--- config.mk ---
export PLATFORM = sky130hd
export DESIGN_NAME = trg_cmd
export DESIGN_NICKNAME = d
export VERILOG_FILES = /design/src/hw/trg_pkg.sv /design/src/hw/trg_clip.sv /design/src/hw/trg_axil.sv /design/src/hw/trg_cmd.sv
export SDC_FILE = /design/constraint.sdc
export NUM_CORES = 1
export LEC_CHECK = 0
export ABC_CLOCK_PERIOD_IN_PS = 5300
export BUFFER_PORTS_ARGS = -buffer_cell sky130_fd_sc_hd__buf_4
export CORE_ASPECT_RATIO = 1.25
export CORE_MARGIN = 2
export CORE_UTILIZATION = 50
export CTS_BUF_LIST = sky130_fd_sc_hd__clkbuf_16
export DETAILED_ROUTE_END_ITERATION = 16
export HOLD_SLACK_MARGIN = 0.05
export PLACE_DENSITY = 0.8
export SYNTH_ARGS = -nofsm -noshare
export SYNTH_HDL_FRONTEND = slang
export SYNTH_SLANG_ARGS = --single-unit
--- constraint.sdc ---
create_clock -name aclk -period 5.3 [get_ports aclk]
set_clock_uncertainty 0.2 [all_clocks]
set_input_delay 0 -clock aclk [delete_from_list [all_inputs] [get_ports aclk]]
set_output_delay 0 -clock aclk [all_outputs]
set_load 0.05 [all_outputs]
--- src/hw/trg_pkg.sv ---
// shared constants for the trigger setup command handler
package trg_pkg;

    // register byte offsets on the bus
    localparam int unsigned ADDR_W    = 5;
    localparam logic [4:0]  OFF_CTRL  = 5'h00;
    localparam logic [4:0]  OFF_COUNT = 5'h04;
    localparam logic [4:0]  OFF_HOLD  = 5'h08;
    localparam logic [4:0]  OFF_HYST  = 5'h0C;
    localparam logic [4:0]  OFF_STAT  = 5'h10;
    localparam logic [4:0]  OFF_MASK  = 5'h14;
    localparam logic [4:0]  OFF_ERR   = 5'h18;

    // control word layout
    localparam int unsigned BIT_SLOPE = 0;
    localparam int unsigned BIT_FAST  = 1;
    localparam int unsigned BIT_ACAL  = 2;
    localparam int unsigned SRC_LSB   = 4;
    localparam int unsigned SRC_W     = 3;

    // trigger source codes, channels one to four first
    localparam logic [2:0] SOURCE_CHANNEL_ONE   = 3'h0;
    localparam logic [2:0] SOURCE_CHANNEL_TWO   = 3'h1;
    localparam logic [2:0] SOURCE_CHANNEL_THREE = 3'h2;
    localparam logic [2:0] SOURCE_CHANNEL_FOUR  = 3'h3;

    typedef enum logic {
        TRG_SLOPE_RISING  = 1'b0,
        TRG_SLOPE_FALLING = 1'b1
    } trg_slope_e;

    // limits: count plain, holdoff in ns, hysteresis in milli-dBm
    localparam logic signed [31:0] COUNT_MIN = 32'sh0000_0000;
    localparam logic signed [31:0] COUNT_MAX = 32'sh00F4_2400;
    localparam logic signed [31:0] HOLD_MIN  = 32'sh0000_03E8;
    localparam logic signed [31:0] HOLD_MAX  = 32'sh3B9A_CA00;
    localparam logic signed [31:0] HYST_MIN  = 32'sh0000_0000;
    localparam logic signed [31:0] HYST_MAX  = 32'sh0000_0BB8;

    // reset values
    localparam logic        RST_SLOPE = 1'b0;
    localparam logic        RST_FAST  = 1'b0;
    localparam logic        RST_ACAL  = 1'b1;
    localparam logic [2:0]  RST_SRC   = 3'h0;

    // sticky status bits
    localparam int unsigned ST_W        = 4;
    localparam int unsigned ST_CLIP_MIN = 0;
    localparam int unsigned ST_CLIP_MAX = 1;
    localparam int unsigned ST_CONFLICT = 2;
    localparam int unsigned ST_APPLIC   = 3;

    // error codes as signed words
    localparam logic [31:0] ERR_NONE     = 32'h0000_0000;
    localparam logic [31:0] ERR_RANGE    = 32'hFFFF_FF22;
    localparam logic [31:0] ERR_CONFLICT = 32'hFFFF_FF23;
    localparam logic [31:0] ERR_APPLIC   = 32'h0000_02C1;

    // bus responses
    localparam logic [1:0]  RESP_OKAY   = 2'h0;
    localparam logic [1:0]  RESP_SLVERR = 2'h2;

    // channels one and four carry the power sensors
    function automatic logic is_ch14(input logic [2:0] src);
        return (src == SOURCE_CHANNEL_ONE) || (src == SOURCE_CHANNEL_FOUR);
    endfunction

endpackage

--- src/hw/trg_clip.sv ---
// clamps a signed word into a closed range and flags the side clipped
`timescale 1ns/1ns
module trg_clip
    import trg_pkg::*;
#(
    parameter logic signed [31:0] LO = 32'sh0000_0000,
    parameter logic signed [31:0] HI = 32'sh0000_0001
)
(
    // value in
    input  wire logic signed [31:0] value,
    // clamped value and flags
    output logic signed [31:0]      clipped,
    output logic                    below,
    output logic                    above
);

    // pure compare, no state
    always_comb
    begin
        below   = value < LO;
        above   = value > HI;
        clipped = below ? LO : (above ? HI : value);
    end

endmodule // trg_clip

--- src/hw/trg_axil.sv ---
// axi4-lite slave front end, one write and one read in flight
`timescale 1ns/1ns
module trg_axil
    import trg_pkg::*;
(
    // clock and reset
    input  wire logic              aclk,
    input  wire logic              aresetn,
    // write address and data
    input  wire logic [ADDR_W-1:0] s_axi_awaddr,
    input  wire logic              s_axi_awvalid,
    output logic                   s_axi_awready,
    input  wire logic [31:0]       s_axi_wdata,
    input  wire logic [3:0]        s_axi_wstrb,
    input  wire logic              s_axi_wvalid,
    output logic                   s_axi_wready,
    // write response
    output logic [1:0]             s_axi_bresp,
    output logic                   s_axi_bvalid,
    input  wire logic              s_axi_bready,
    // read address and data
    input  wire logic [ADDR_W-1:0] s_axi_araddr,
    input  wire logic              s_axi_arvalid,
    output logic                   s_axi_arready,
    output logic [31:0]            s_axi_rdata,
    output logic [1:0]             s_axi_rresp,
    output logic                   s_axi_rvalid,
    input  wire logic              s_axi_rready,
    // register side
    output logic                   wr_stb,
    output logic [ADDR_W-1:0]      wr_addr,
    output logic [31:0]            wr_data,
    output logic [3:0]             wr_strb,
    input  wire logic              wr_err,
    output logic [ADDR_W-1:0]      rd_addr,
    input  wire logic [31:0]       rd_data,
    input  wire logic              rd_err
);

    logic              aw_full;
    logic              w_full;
    logic              next_aw_full;
    logic              next_w_full;
    logic [ADDR_W-1:0] next_wr_addr;
    logic [31:0]       next_wr_data;
    logic [3:0]        next_wr_strb;
    logic              next_bvalid;
    logic [1:0]        next_bresp;
    logic              next_rvalid;
    logic [31:0]       next_rdata;
    logic [1:0]        next_rresp;

    // no new beat accepted until the pending response is gone
    assign s_axi_awready = !aw_full && !s_axi_bvalid;
    assign s_axi_wready  = !w_full && !s_axi_bvalid;
    assign s_axi_arready = !s_axi_rvalid;
    assign wr_stb        = aw_full && w_full && !s_axi_bvalid;
    assign rd_addr       = s_axi_araddr;

    // next state of both channels
    always_comb
    begin
        next_aw_full = aw_full;
        next_w_full  = w_full;
        next_wr_addr = wr_addr;
        next_wr_data = wr_data;
        next_wr_strb = wr_strb;
        next_bvalid  = s_axi_bvalid;
        next_bresp   = s_axi_bresp;
        next_rvalid  = s_axi_rvalid;
        next_rdata   = s_axi_rdata;
        next_rresp   = s_axi_rresp;
        if (s_axi_awvalid && s_axi_awready)
        begin
            next_aw_full = 1'b1;
            next_wr_addr = s_axi_awaddr;
        end
        if (s_axi_wvalid && s_axi_wready)
        begin
            next_w_full  = 1'b1;
            next_wr_data = s_axi_wdata;
            next_wr_strb = s_axi_wstrb;
        end
        if (wr_stb)
        begin
            next_aw_full = 1'b0;
            next_w_full  = 1'b0;
            next_bvalid  = 1'b1;
            next_bresp   = wr_err ? RESP_SLVERR : RESP_OKAY;
        end
        else if (s_axi_bvalid && s_axi_bready)
        begin
            next_bvalid = 1'b0;
        end
        if (s_axi_arvalid && s_axi_arready)
        begin
            next_rvalid = 1'b1;
            next_rdata  = rd_data;
            next_rresp  = rd_err ? RESP_SLVERR : RESP_OKAY;
        end
        else if (s_axi_rvalid && s_axi_rready)
        begin
            next_rvalid = 1'b0;
        end
    end

    // registers
    always_ff @(posedge aclk)
    begin
        if (!aresetn)
        begin
            aw_full      <= 1'b0;
            w_full       <= 1'b0;
            wr_addr      <= '0;
            wr_data      <= 32'h0000_0000;
            wr_strb      <= 4'h0;
            s_axi_bvalid <= 1'b0;
            s_axi_bresp  <= RESP_OKAY;
            s_axi_rvalid <= 1'b0;
            s_axi_rdata  <= 32'h0000_0000;
            s_axi_rresp  <= RESP_OKAY;
        end
        else
        begin
            aw_full      <= next_aw_full;
            w_full       <= next_w_full;
            wr_addr      <= next_wr_addr;
            wr_data      <= next_wr_data;
            wr_strb      <= next_wr_strb;
            s_axi_bvalid <= next_bvalid;
            s_axi_bresp  <= next_bresp;
            s_axi_rvalid <= next_rvalid;
            s_axi_rdata  <= next_rdata;
            s_axi_rresp  <= next_rresp;
        end
    end

endmodule // trg_axil

--- src/hw/trg_cmd.sv ---
// trigger setup command handler: settings, checks, errors, interrupt
`timescale 1ns/1ns
module trg_cmd
    import trg_pkg::*;
(
    // clock and reset
    input  wire logic              aclk,
    input  wire logic              aresetn,
    // axi4-lite write
    input  wire logic [ADDR_W-1:0] s_axi_awaddr,
    input  wire logic              s_axi_awvalid,
    output logic                   s_axi_awready,
    input  wire logic [31:0]       s_axi_wdata,
    input  wire logic [3:0]        s_axi_wstrb,
    input  wire logic              s_axi_wvalid,
    output logic                   s_axi_wready,
    output logic [1:0]             s_axi_bresp,
    output logic                   s_axi_bvalid,
    input  wire logic              s_axi_bready,
    // axi4-lite read
    input  wire logic [ADDR_W-1:0] s_axi_araddr,
    input  wire logic              s_axi_arvalid,
    output logic                   s_axi_arready,
    output logic [31:0]            s_axi_rdata,
    output logic [1:0]             s_axi_rresp,
    output logic                   s_axi_rvalid,
    input  wire logic              s_axi_rready,
    // settings to the trigger unit
    output trg_slope_e             slope,
    output logic                   fast_en,
    output logic                   autocal_en,
    output logic [SRC_W-1:0]       trig_source,
    output logic [31:0]            ev_count,
    output logic [31:0]            holdoff_ns,
    output logic [31:0]            hyst_mdbm,
    // interrupt
    output logic                   irq
);

    logic              wr_stb;
    logic [ADDR_W-1:0] wr_addr;
    logic [31:0]       wr_data;
    logic [3:0]        wr_strb;
    logic              wr_err;
    logic [ADDR_W-1:0] rd_addr;
    logic [31:0]       rd_data;
    logic              rd_err;
    logic [31:0]       wr_val;
    logic [31:0]       wr_cur;
    logic [ST_W-1:0]   status;
    logic [ST_W-1:0]   mask;
    logic [31:0]       last_err;
    logic signed [31:0] cnt_clip;
    logic signed [31:0] hold_clip;
    logic signed [31:0] hyst_clip;
    logic              cnt_lo, cnt_hi, hold_lo, hold_hi, hyst_lo, hyst_hi;
    trg_slope_e        next_slope;
    logic              next_fast;
    logic              next_acal;
    logic [SRC_W-1:0]  next_src;
    logic [31:0]       next_count;
    logic [31:0]       next_hold;
    logic [31:0]       next_hyst;
    logic [ST_W-1:0]   next_status;
    logic [ST_W-1:0]   next_mask;
    logic [31:0]       next_err;
    logic [ST_W-1:0]   set_vec;
    logic [ST_W-1:0]   clr_vec;

    // bus front end
    trg_axil u_axil (
        .aclk          (aclk),
        .aresetn       (aresetn),
        .s_axi_awaddr  (s_axi_awaddr),
        .s_axi_awvalid (s_axi_awvalid),
        .s_axi_awready (s_axi_awready),
        .s_axi_wdata   (s_axi_wdata),
        .s_axi_wstrb   (s_axi_wstrb),
        .s_axi_wvalid  (s_axi_wvalid),
        .s_axi_wready  (s_axi_wready),
        .s_axi_bresp   (s_axi_bresp),
        .s_axi_bvalid  (s_axi_bvalid),
        .s_axi_bready  (s_axi_bready),
        .s_axi_araddr  (s_axi_araddr),
        .s_axi_arvalid (s_axi_arvalid),
        .s_axi_arready (s_axi_arready),
        .s_axi_rdata   (s_axi_rdata),
        .s_axi_rresp   (s_axi_rresp),
        .s_axi_rvalid  (s_axi_rvalid),
        .s_axi_rready  (s_axi_rready),
        .wr_stb        (wr_stb),
        .wr_addr       (wr_addr),
        .wr_data       (wr_data),
        .wr_strb       (wr_strb),
        .wr_err        (wr_err),
        .rd_addr       (rd_addr),
        .rd_data       (rd_data),
        .rd_err        (rd_err)
    );

    // one clamp per ranged setting
    trg_clip #(.LO(COUNT_MIN), .HI(COUNT_MAX)) u_clip_cnt (
        .value (wr_val), .clipped (cnt_clip),
        .below (cnt_lo), .above (cnt_hi)
    );
    trg_clip #(.LO(HOLD_MIN), .HI(HOLD_MAX)) u_clip_hold (
        .value (wr_val), .clipped (hold_clip),
        .below (hold_lo), .above (hold_hi)
    );
    trg_clip #(.LO(HYST_MIN), .HI(HYST_MAX)) u_clip_hyst (
        .value (wr_val), .clipped (hyst_clip),
        .below (hyst_lo), .above (hyst_hi)
    );

    function automatic logic mapped(input logic [ADDR_W-1:0] a);
        return (a == OFF_CTRL) || (a == OFF_COUNT) || (a == OFF_HOLD) ||
               (a == OFF_HYST) || (a == OFF_STAT) || (a == OFF_MASK) ||
               (a == OFF_ERR);
    endfunction

    // query answers: stored values, unmapped reads as zero
    function automatic logic [31:0] rd_mux(input logic [ADDR_W-1:0] a);
        logic [31:0] d;
        d = 32'h0000_0000;
        if (a == OFF_CTRL)
        begin
            d[BIT_SLOPE]            = slope;
            d[BIT_FAST]             = fast_en;
            d[BIT_ACAL]             = autocal_en;
            d[SRC_LSB +: SRC_W]     = trig_source;
        end
        else if (a == OFF_COUNT)
            d = ev_count;
        else if (a == OFF_HOLD)
            d = holdoff_ns;
        else if (a == OFF_HYST)
            d = hyst_mdbm;
        else if (a == OFF_STAT)
            d[ST_W-1:0] = status;
        else if (a == OFF_MASK)
            d[ST_W-1:0] = mask;
        else if (a == OFF_ERR)
            d = last_err;
        return d;
    endfunction

    // status bits for a clamp result
    function automatic logic [ST_W-1:0] range_flags(input logic lo,
                                                    input logic hi);
        logic [ST_W-1:0] f;
        f = '0;
        f[ST_CLIP_MIN] = lo;
        f[ST_CLIP_MAX] = hi;
        return f;
    endfunction

    // byte strobes merge into the current word, so partial writes work
    always_comb
    begin
        // current word held apart, a call result cannot be sliced
        wr_cur = rd_mux(wr_addr);
        for (int i = 0; i < 4; i++)
            wr_val[i*8 +: 8] = wr_strb[i] ? wr_data[i*8 +: 8]
                                          : wr_cur[i*8 +: 8];
        rd_data = rd_mux(rd_addr);
        rd_err  = !mapped(rd_addr);
        wr_err  = !mapped(wr_addr);
        irq     = |(status & mask);
    end

    // command decode and checks
    always_comb
    begin
        next_slope  = slope;
        next_fast   = fast_en;
        next_acal   = autocal_en;
        next_src    = trig_source;
        next_count  = ev_count;
        next_hold   = holdoff_ns;
        next_hyst   = hyst_mdbm;
        next_mask   = mask;
        next_err    = last_err;
        set_vec     = '0;
        clr_vec     = '0;
        if (wr_stb)
        begin
            if (wr_addr == OFF_CTRL)
            begin
                next_slope = trg_slope_e'(wr_val[BIT_SLOPE]);
                next_src   = wr_val[SRC_LSB +: SRC_W];
                next_acal  = wr_val[BIT_ACAL];
                // a source change off ch1/ch4 also drops the fast path
                next_fast  = wr_val[BIT_FAST] && is_ch14(next_src);
                if (wr_val[BIT_FAST] && !is_ch14(next_src))
                begin
                    set_vec[ST_CONFLICT] = 1'b1;
                    next_err             = ERR_CONFLICT;
                end
                if (next_fast && !fast_en)
                    next_acal = 1'b0;
            end
            else if (wr_addr == OFF_COUNT)
            begin
                next_count = cnt_clip;
                set_vec    = range_flags(cnt_lo, cnt_hi);
                if (cnt_lo || cnt_hi)
                    next_err = ERR_RANGE;
            end
            else if (wr_addr == OFF_HOLD)
            begin
                next_hold = hold_clip;
                set_vec   = range_flags(hold_lo, hold_hi);
                if (hold_lo || hold_hi)
                    next_err = ERR_RANGE;
            end
            else if (wr_addr == OFF_HYST)
            begin
                if (!is_ch14(trig_source))
                begin
                    set_vec[ST_APPLIC] = 1'b1;
                    next_err           = ERR_APPLIC;
                end
                else
                begin
                    next_hyst = hyst_clip;
                    set_vec   = range_flags(hyst_lo, hyst_hi);
                    if (hyst_lo || hyst_hi)
                        next_err = ERR_RANGE;
                end
            end
            else if (wr_addr == OFF_STAT)
                clr_vec = wr_val[ST_W-1:0];
            else if (wr_addr == OFF_MASK)
                next_mask = wr_val[ST_W-1:0];
        end
        // a new event beats a clear in the same cycle
        next_status = (status & ~clr_vec) | set_vec;
    end

    // settings and status registers
    always_ff @(posedge aclk)
    begin
        if (!aresetn)
        begin
            slope       <= trg_slope_e'(RST_SLOPE);
            fast_en     <= RST_FAST;
            autocal_en  <= RST_ACAL;
            trig_source <= RST_SRC;
            ev_count    <= COUNT_MIN;
            holdoff_ns  <= HOLD_MIN;
            hyst_mdbm   <= HYST_MIN;
            status      <= '0;
            mask        <= '0;
            last_err    <= ERR_NONE;
        end
        else
        begin
            slope       <= next_slope;
            fast_en     <= next_fast;
            autocal_en  <= next_acal;
            trig_source <= next_src;
            ev_count    <= next_count;
            holdoff_ns  <= next_hold;
            hyst_mdbm   <= next_hyst;
            status      <= next_status;
            mask        <= next_mask;
            last_err    <= next_err;
        end
    end
endmodule // trg_cmd

After elaboration in Yosys (flattened, before gate mapping)
Index checks and enable logic that the tools add are counted. W data, S select, Z words.

Magnitude comparators: 5. Equality and inequality tests: 18. Mux-type cells: 66. Bitwise logic cells: 10. Reductions and logical operators: 50.

Operators by type and width (count): $mux W32 (23); $mux W28 (4); $mux W4 (14); $mux W25 (2); $gt A32 B13 Y1 const B (1); $gt A32 B25 Y1 const B (1); $gt A32 B31 Y1 const B (1); $lt A32 B1 Y1 const B (1); $lt A32 B11 Y1 const B (1); $mux W8 (4); $eq A5 B5 Y1 const B (6); $eq A5 B4 Y1 const B (4); $logic_or A1 B1 Y1 (17); $logic_and A1 B1 Y1 (12); $mux W3 (4); $reduce_and A6 Y1 (2); $mux W1 (11); $eq A5 B3 Y1 const B (2); $logic_not A5 Y1 (2); $and A4 B4 Y4 (2); $mux W2 (4); $reduce_and A7 Y1 (1); $eq A3 B2 Y1 const B (2); $logic_not A1 Y1 (6); other kinds (15) (22).

Bits in registers: 223. Word-level logic and storage cells: 169.

Longest topological paths before layout
Depth in word-level cells: 18. Depth in mapped cells: 16. Gate-level depth less buffers: 10.

Modules after synthesis
A second synthesis with hierarchy kept.

Cell total of the unflattened synthesis: 1429. Area total of the unflattened synthesis: 10665.2 um^2.

Modules (own cells, without submodules): trg_cmd (instances 1, cells an instance 868, area each 6313.6 um^2, sequential area each 2282.2 um^2); trg_axil (instances 1, cells an instance 359, area each 2987.9 um^2, sequential area each 1581.5 um^2); trg_clip at u_clip_hold (instances 1, cells an instance 79, area each 555.5 um^2, sequential area each 0.0 um^2); trg_clip at u_clip_cnt (instances 1, cells an instance 64, area each 414.1 um^2, sequential area each 0.0 um^2); trg_clip at u_clip_hyst (instances 1, cells an instance 59, area each 394.1 um^2, sequential area each 0.0 um^2).

Worst setup path before layout
Ideal clock, no wire load.

Path type: flip-flop to flip-flop. Start: register hyst_mdbm[1]. End: register ev_count[9]. Library setup time: 0.065 ns. Arrival time: 3.389 ns. Setup slack: 1.646 ns. Cell stages (with the launch flop): 13. Path buffers: 2. Period minus slack after synthesis: 3.654 ns. Cell sequence: dfxtp_1 -> mux4_2 -> or2_4 -> a32oi_4 -> o2111ai_2 -> or4b_1 -> or4_4 -> a31oi_4 -> and2_1 -> buf_6 -> buf_12 -> a22oi_2 -> nor2_2.

Longest elaborated chain between the ends: 8. Elaborated cells between the ends (all ways): 9. Classes of those cells: 2 x order compare; 7 x mux.

Ends and longest elaborated chain: from (decl) (line trg_cmd.sv:35) `output logic [31:0] hyst_mdbm,`; from (signal assigned) (line trg_cmd.sv:264) `hyst_mdbm <= next_hyst;`; $mux W32 (*) (line trg_cmd.sv:136) `else if (a == OFF_HYST)`; $mux W32 (*) (line trg_cmd.sv:134) `else if (a == OFF_HOLD)`; $mux W32 (*) (line trg_cmd.sv:132) `else if (a == OFF_COUNT)`; $mux W3 (*) (line trg_cmd.sv:125) `if (a == OFF_CTRL)`; $mux W8 (*) (line trg_cmd.sv:163) `wr_val[i*8 +: 8] = wr_strb[i] ? wr_data[i*8 +: 8]`; $gt A32 B25 Y1 (line trg_clip.sv:22) `above = value > HI;`; $mux W32 (line trg_clip.sv:23) `clipped = below ? LO : (above ? HI : value);`; $mux W32 (*) (line trg_clip.sv:23); to (signal assigned) (line trg_cmd.sv:262) `ev_count <= next_count;`; to (decl) (line trg_cmd.sv:33) `output logic [31:0] ev_count,`.

Every way passes the cells marked *; elsewhere a longest branch is shown, timed or not. A chain may end at the register's enable or synchronous reset.

Worst setup path after layout
Start: register u_axil.wr_addr[4]. End: register ev_count[1].

Longest elaborated chain between the ends: 12. Elaborated cells between the ends (all ways): 29. Classes of those cells: 2 x order compare; 6 x eq/ne; 18 x mux; 1 x bitwise; 2 x reduce/logical.

Ends and longest elaborated chain: from (decl) (line trg_axil.sv:31) `output logic [ADDR_W-1:0] wr_addr,`; from (signal assigned) (line trg_axil.sv:127) `wr_addr <= next_wr_addr;`; $eq A5 B5 Y1 (line trg_cmd.sv:142) `else if (a == OFF_ERR)`; $mux W32 (line trg_cmd.sv:142); $mux W4 or $mux W28 (tied branches) (line trg_cmd.sv:140) `else if (a == OFF_MASK)`; $mux W4 or $mux W28 (tied branches) (line trg_cmd.sv:138) `else if (a == OFF_STAT)`; $mux W32 (line trg_cmd.sv:136); $mux W32 (line trg_cmd.sv:134); $mux W32 (line trg_cmd.sv:132); $mux W3 (tied with other cells) (line trg_cmd.sv:125); $mux W8 (line trg_cmd.sv:163); $gt A32 B25 Y1 (line trg_clip.sv:22); $mux W32 (2 in series) (line trg_clip.sv:23).

Parallel ways exist; a longest one is shown, timed or not.

==> impl_results.md <==
- Crit path capture type: flip-flop
- Pwr dens: 272.4 nW/um^2
- Half-perimeter wire length after placement: 25,520 um
- Vias: 10,790
- Cell Chain, Critical Path: nor3_4 -> buf_4 -> a21oi_1 -> o21ai_0 -> o211ai_1 -> or4b_1 -> or4_4 -> a31oi_4 -> and2_1 -> buf_12 -> a22oi_1 -> nor2_1
- Reg2reg setup slack: 710 ps
- Peak supply drop: 0.0002366 V
- Post-Syn Instances: 1,195
- Largest net degree at the start of global routing: 66
- Worst path bufs/invs: 2
- Fmax: 0.2177 GHz
- GR Layer Usage met1: 43.88%
- NetSw: 1.075 mW
- CTS tree: done
- Die height: 157.5 um
- Reg clk slew, reported paths: 70 ps
- Worst min-delay path category: input pin to flip-flop
- Switching portion of total power: 31.13%
- Setup crit end: ev_count[1]$_SDFFE_PN0P_
- Core area: 18,640 um^2
- R2R depth: 12
- Final period util: 86.65%
- Nets: 1,508
- RSZ-0062 raised after global routing: false
- Mapped Area: 9429 um^2
- CP required: 5480 ps
- Clock power share: 37.6%
- Area growth syn-to-layout: 34.51%
- Synth area leader: dfxtp_1
- Status: complete, no violations
- R2R Path End: ev_count[1]$_SDFFE_PN0P_
- DIE AREA: 19,980 um^2
- Root Driver: clkbuf_16
- Die X: 126.8 um
- Top cells by area, synth: dfxtp_1, a21oi_1, nand2_1
- Final setup TNS: 0 ps
- Setup fix buffers added after clock tree synthesis: 0
- Part of the Yosys area used for sequential elements: 40.55%
- Final ANT Viol Nets: 0
- Clock buffer depth: 2
- Cell Int Power: 2.379 mW
- Ys Warns: 0
- Worst slew pin tran: 1162 ps
- Critical Path Start: u_axil.wr_addr[4]$_SDFFE_PN0P_
- Max Slew Vio Count: 0
- DR iter-0 viols: 1,393
- Num CTS Buffers: 17
- Rows: 56
- GR Util met2: 63.39%
- Overflow left after global routing: 0
- Top delay family on crit path: simple AND/OR/NAND/NOR gates
- CP Class: flip-flop to flip-flop
- Busiest grt layer: met2
- CTS sink count: 191
- N_diodes: 0
- Hold Fails Final Rpt: 0
- Final Critical Period: 4592 ps
- Crit-path max FO: 28
- Comb pwr share: 18.7%
- I/O Buffers: 192
- Per-cell routed wire length: 22.43 um
- Worst path slowest cell: nor3_4
- DRT Wirelength: 38,130 um
- Netlist cell types: 77
- Async SR Flop Fraction: 0%
- Total track usage: 37.45%
- Final setup viols: 0
- Ys flop type: dfxtp_1
- EDFF count, synth: 0
- H-tree depth: 4
- PostCTS Resize Cnt: 0
- Synth top area share: 40.55%
- Max incr delay on CP: 770 ps
- Global-route wire length before repair: 57,950 um
- Maxcap violations: 0
- Power Total: 3.455 mW
- RR Startpoint: u_axil.wr_addr[4]$_SDFFE_PN0P_
- Routed vias/inst: 6.349
- Placer Congestion: 1.063
- Instance count on the critical path: 12
- Residual DRC: 0
- Flop pwr share: 43.7%
- # IOs: 197
- Mean Syn Cell Area: 7.890 um^2
- Initial Util: 50.59%
- Leakage: 5.243 nW
- Layout cells sized above 1: 21.46%
- Initial antenna violation count: 0
- Crit path launch type: flip-flop
- DRT Pass-1 Iters: 6
- Met3 Use GR: 6.764%
- Clock latency on the worst-skew pair: 440 ps
- Max_slew headroom: 22.32%
- Critical Path AT: 4770 ps
- Synthesized flop and latch total: 191
- Vias in the first global route: 10,220
power by group through the flow:
stage	logic, mW	clock network (mW)	registers, mW
2_1_floorplan	0.346	0	1.55
3_3_place_gp	0.553	0	1.54
3_5_place_dp	0.557	0	1.54
4_1_cts	0.625	1.30	1.51
5_1_grt	0.685	1.35	1.51
6_report	0.648	1.30	1.51
through the flow:
stage               std cells  hold WS, ps  utilization, %  setup slack, ps  instance area (um^2)
floorplan                1198       -101.0               -             1646                  9440
global placement         1569       -15.19           59.61            905.8                 11110
detailed placement       1569       -8.352           59.61            866.3                 11110
CTS                      1700        62.60           68.05            821.3                 12680
global route             1700        110.1           68.05            518.7                 12680
finish                   1700        76.10           68.05            707.5                 12680
synth_stat cells (3+ instances only):
master    count
nor3_1       16
a21o_1        8
buf_4         9
a31oi_1      15
nand2_1     170
a22o_1       15
a222oi_1      3
inv_1        14
a211oi_1     17
nand3_1      22
o22ai_1       3
o31ai_1       3
or3_1         6
nor4_1        9
nor2b_1      23
nand3b_1      3
nand4_1       9
and3_1       42
a21oi_1     137
mux2_2        3
a22oi_2      11
o21a_1        3
nor2_1      103
o211ai_1      6
buf_2        13
a221oi_1      6
dfxtp_1     191
nand2b_1     13
and2_1        6
buf_1         7
mux2i_1      20
o21ai_0      94
a22oi_1      44
or2b_1        3
o221ai_1     11
clkbuf_1     70
nor2_2       10
final cells by class:
type / instances / area (um^2)
Fill cell: 1540 / 5954
Multi-Input combinational cell: 890 / 5115
Sequential cell: 191 / 3824
Timing Repair Buffer: 340 / 2813
Clock buffer: 17 / 425.4
Tap cell: 232 / 290.3
Clock inverter: 15 / 157.7
Inverter: 15 / 58.81
cells in the final DEF (no fill, tap or decap), types with 12 or more instances in the layout:
| cell | count |
|---|---|
| nand3_1 | 22 |
| buf_4 | 240 |
| a31oi_1 | 15 |
| a22o_1 | 15 |
| nand2b_1 | 13 |
| nor2_1 | 101 |
| mux2i_1 | 20 |
| a211oi_1 | 17 |
| nor2_2 | 12 |
| a21oi_1 | 137 |
| inv_1 | 14 |
| a22oi_1 | 44 |
| nor2b_1 | 23 |
| nor3_1 | 16 |
| o21ai_0 | 94 |
| dlygate4sd3_1 | 99 |
| clkbuf_16 | 17 |
| and3_1 | 42 |
| dfxtp_1 | 191 |
| nand2_1 | 170 |
flip-flops by register name, summed over array words and instances (netlist names):
register,flops
hyst_mdbm,31
u_axil.s_axi_bvalid,1
u_axil.wr_addr,5
autocal_en,1
holdoff_ns,32
u_axil.aw_full,1
u_axil.w_full,1
ev_count,31
u_axil.s_axi_bresp,1
fast_en,1
u_axil.s_axi_rvalid,1
u_axil.s_axi_rresp,1
u_axil.s_axi_rdata,32
last_err,4
u_axil.wr_data,32
status,4
trig_source,3
mask,4
u_axil.wr_strb,4
slope,1
per-layer routing:
| layer | routed length, um | vias to the layer above | share of wire (%) |
|---|---|---|---|
| li1 | - | 4817 | - |
| met1 | 13860 | 5090 | 36 |
| met2 | 18360 | 699 | 48 |
| met3 | 3302 | 187 | 8.7 |
| met4 | 2618 | 0 | 6.9 |
| met5 | 0 | - | 0 |
worst reg2reg max path: cells and delay by family, from the launching register on:
kind / cells / cell delay (ps)
AND/OR/NAND/NOR: 5 / 2300
AO/OA/AOI/OAI: 5 / 950
buffers and inverters: 2 / 650
flip-flops: 1 / 430
worst min-delay path by stage:
stage | slack, ps | start | endpoint | cells past startpoint
after floorplan | -100 | s_axi_rready | u_axil.s_axi_rvalid$_SDFFE_PN0P_ | 1
after global placement | -20 | s_axi_rready | u_axil.s_axi_rvalid$_SDFFE_PN0P_ | 2
after detailed placement | -8 | s_axi_rready | u_axil.s_axi_rvalid$_SDFFE_PN0P_ | 2
after CTS | 60 | s_axi_araddr[2] | u_axil.s_axi_rdata[9]$_SDFFE_PN0P_ | 4
after global routing | 110 | s_axi_araddr[2] | u_axil.s_axi_rdata[9]$_SDFFE_PN0P_ | 4
final | 80 | s_axi_araddr[2] | u_axil.s_axi_rdata[9]$_SDFFE_PN0P_ | 4
logic make-up after synthesis:
kind of cell / count (synthesis) / synth area share (%)
buf+inv: 117 / 5.520
simple gates: 457 / 23.22
compound gates: 402 / 27.52
other cells: 1 / 0.03977
mux: 25 / 2.959
xor+xnor: 2 / 0.1858
flops: 191 / 40.55
repair_timing:
action / in CTS / in global routing
hold endpoints to repair: 116 / 0
setup endpoints to repair: 0 / 0
hold buffers: 99 / 0
Power figures use the tool's default switching activity.
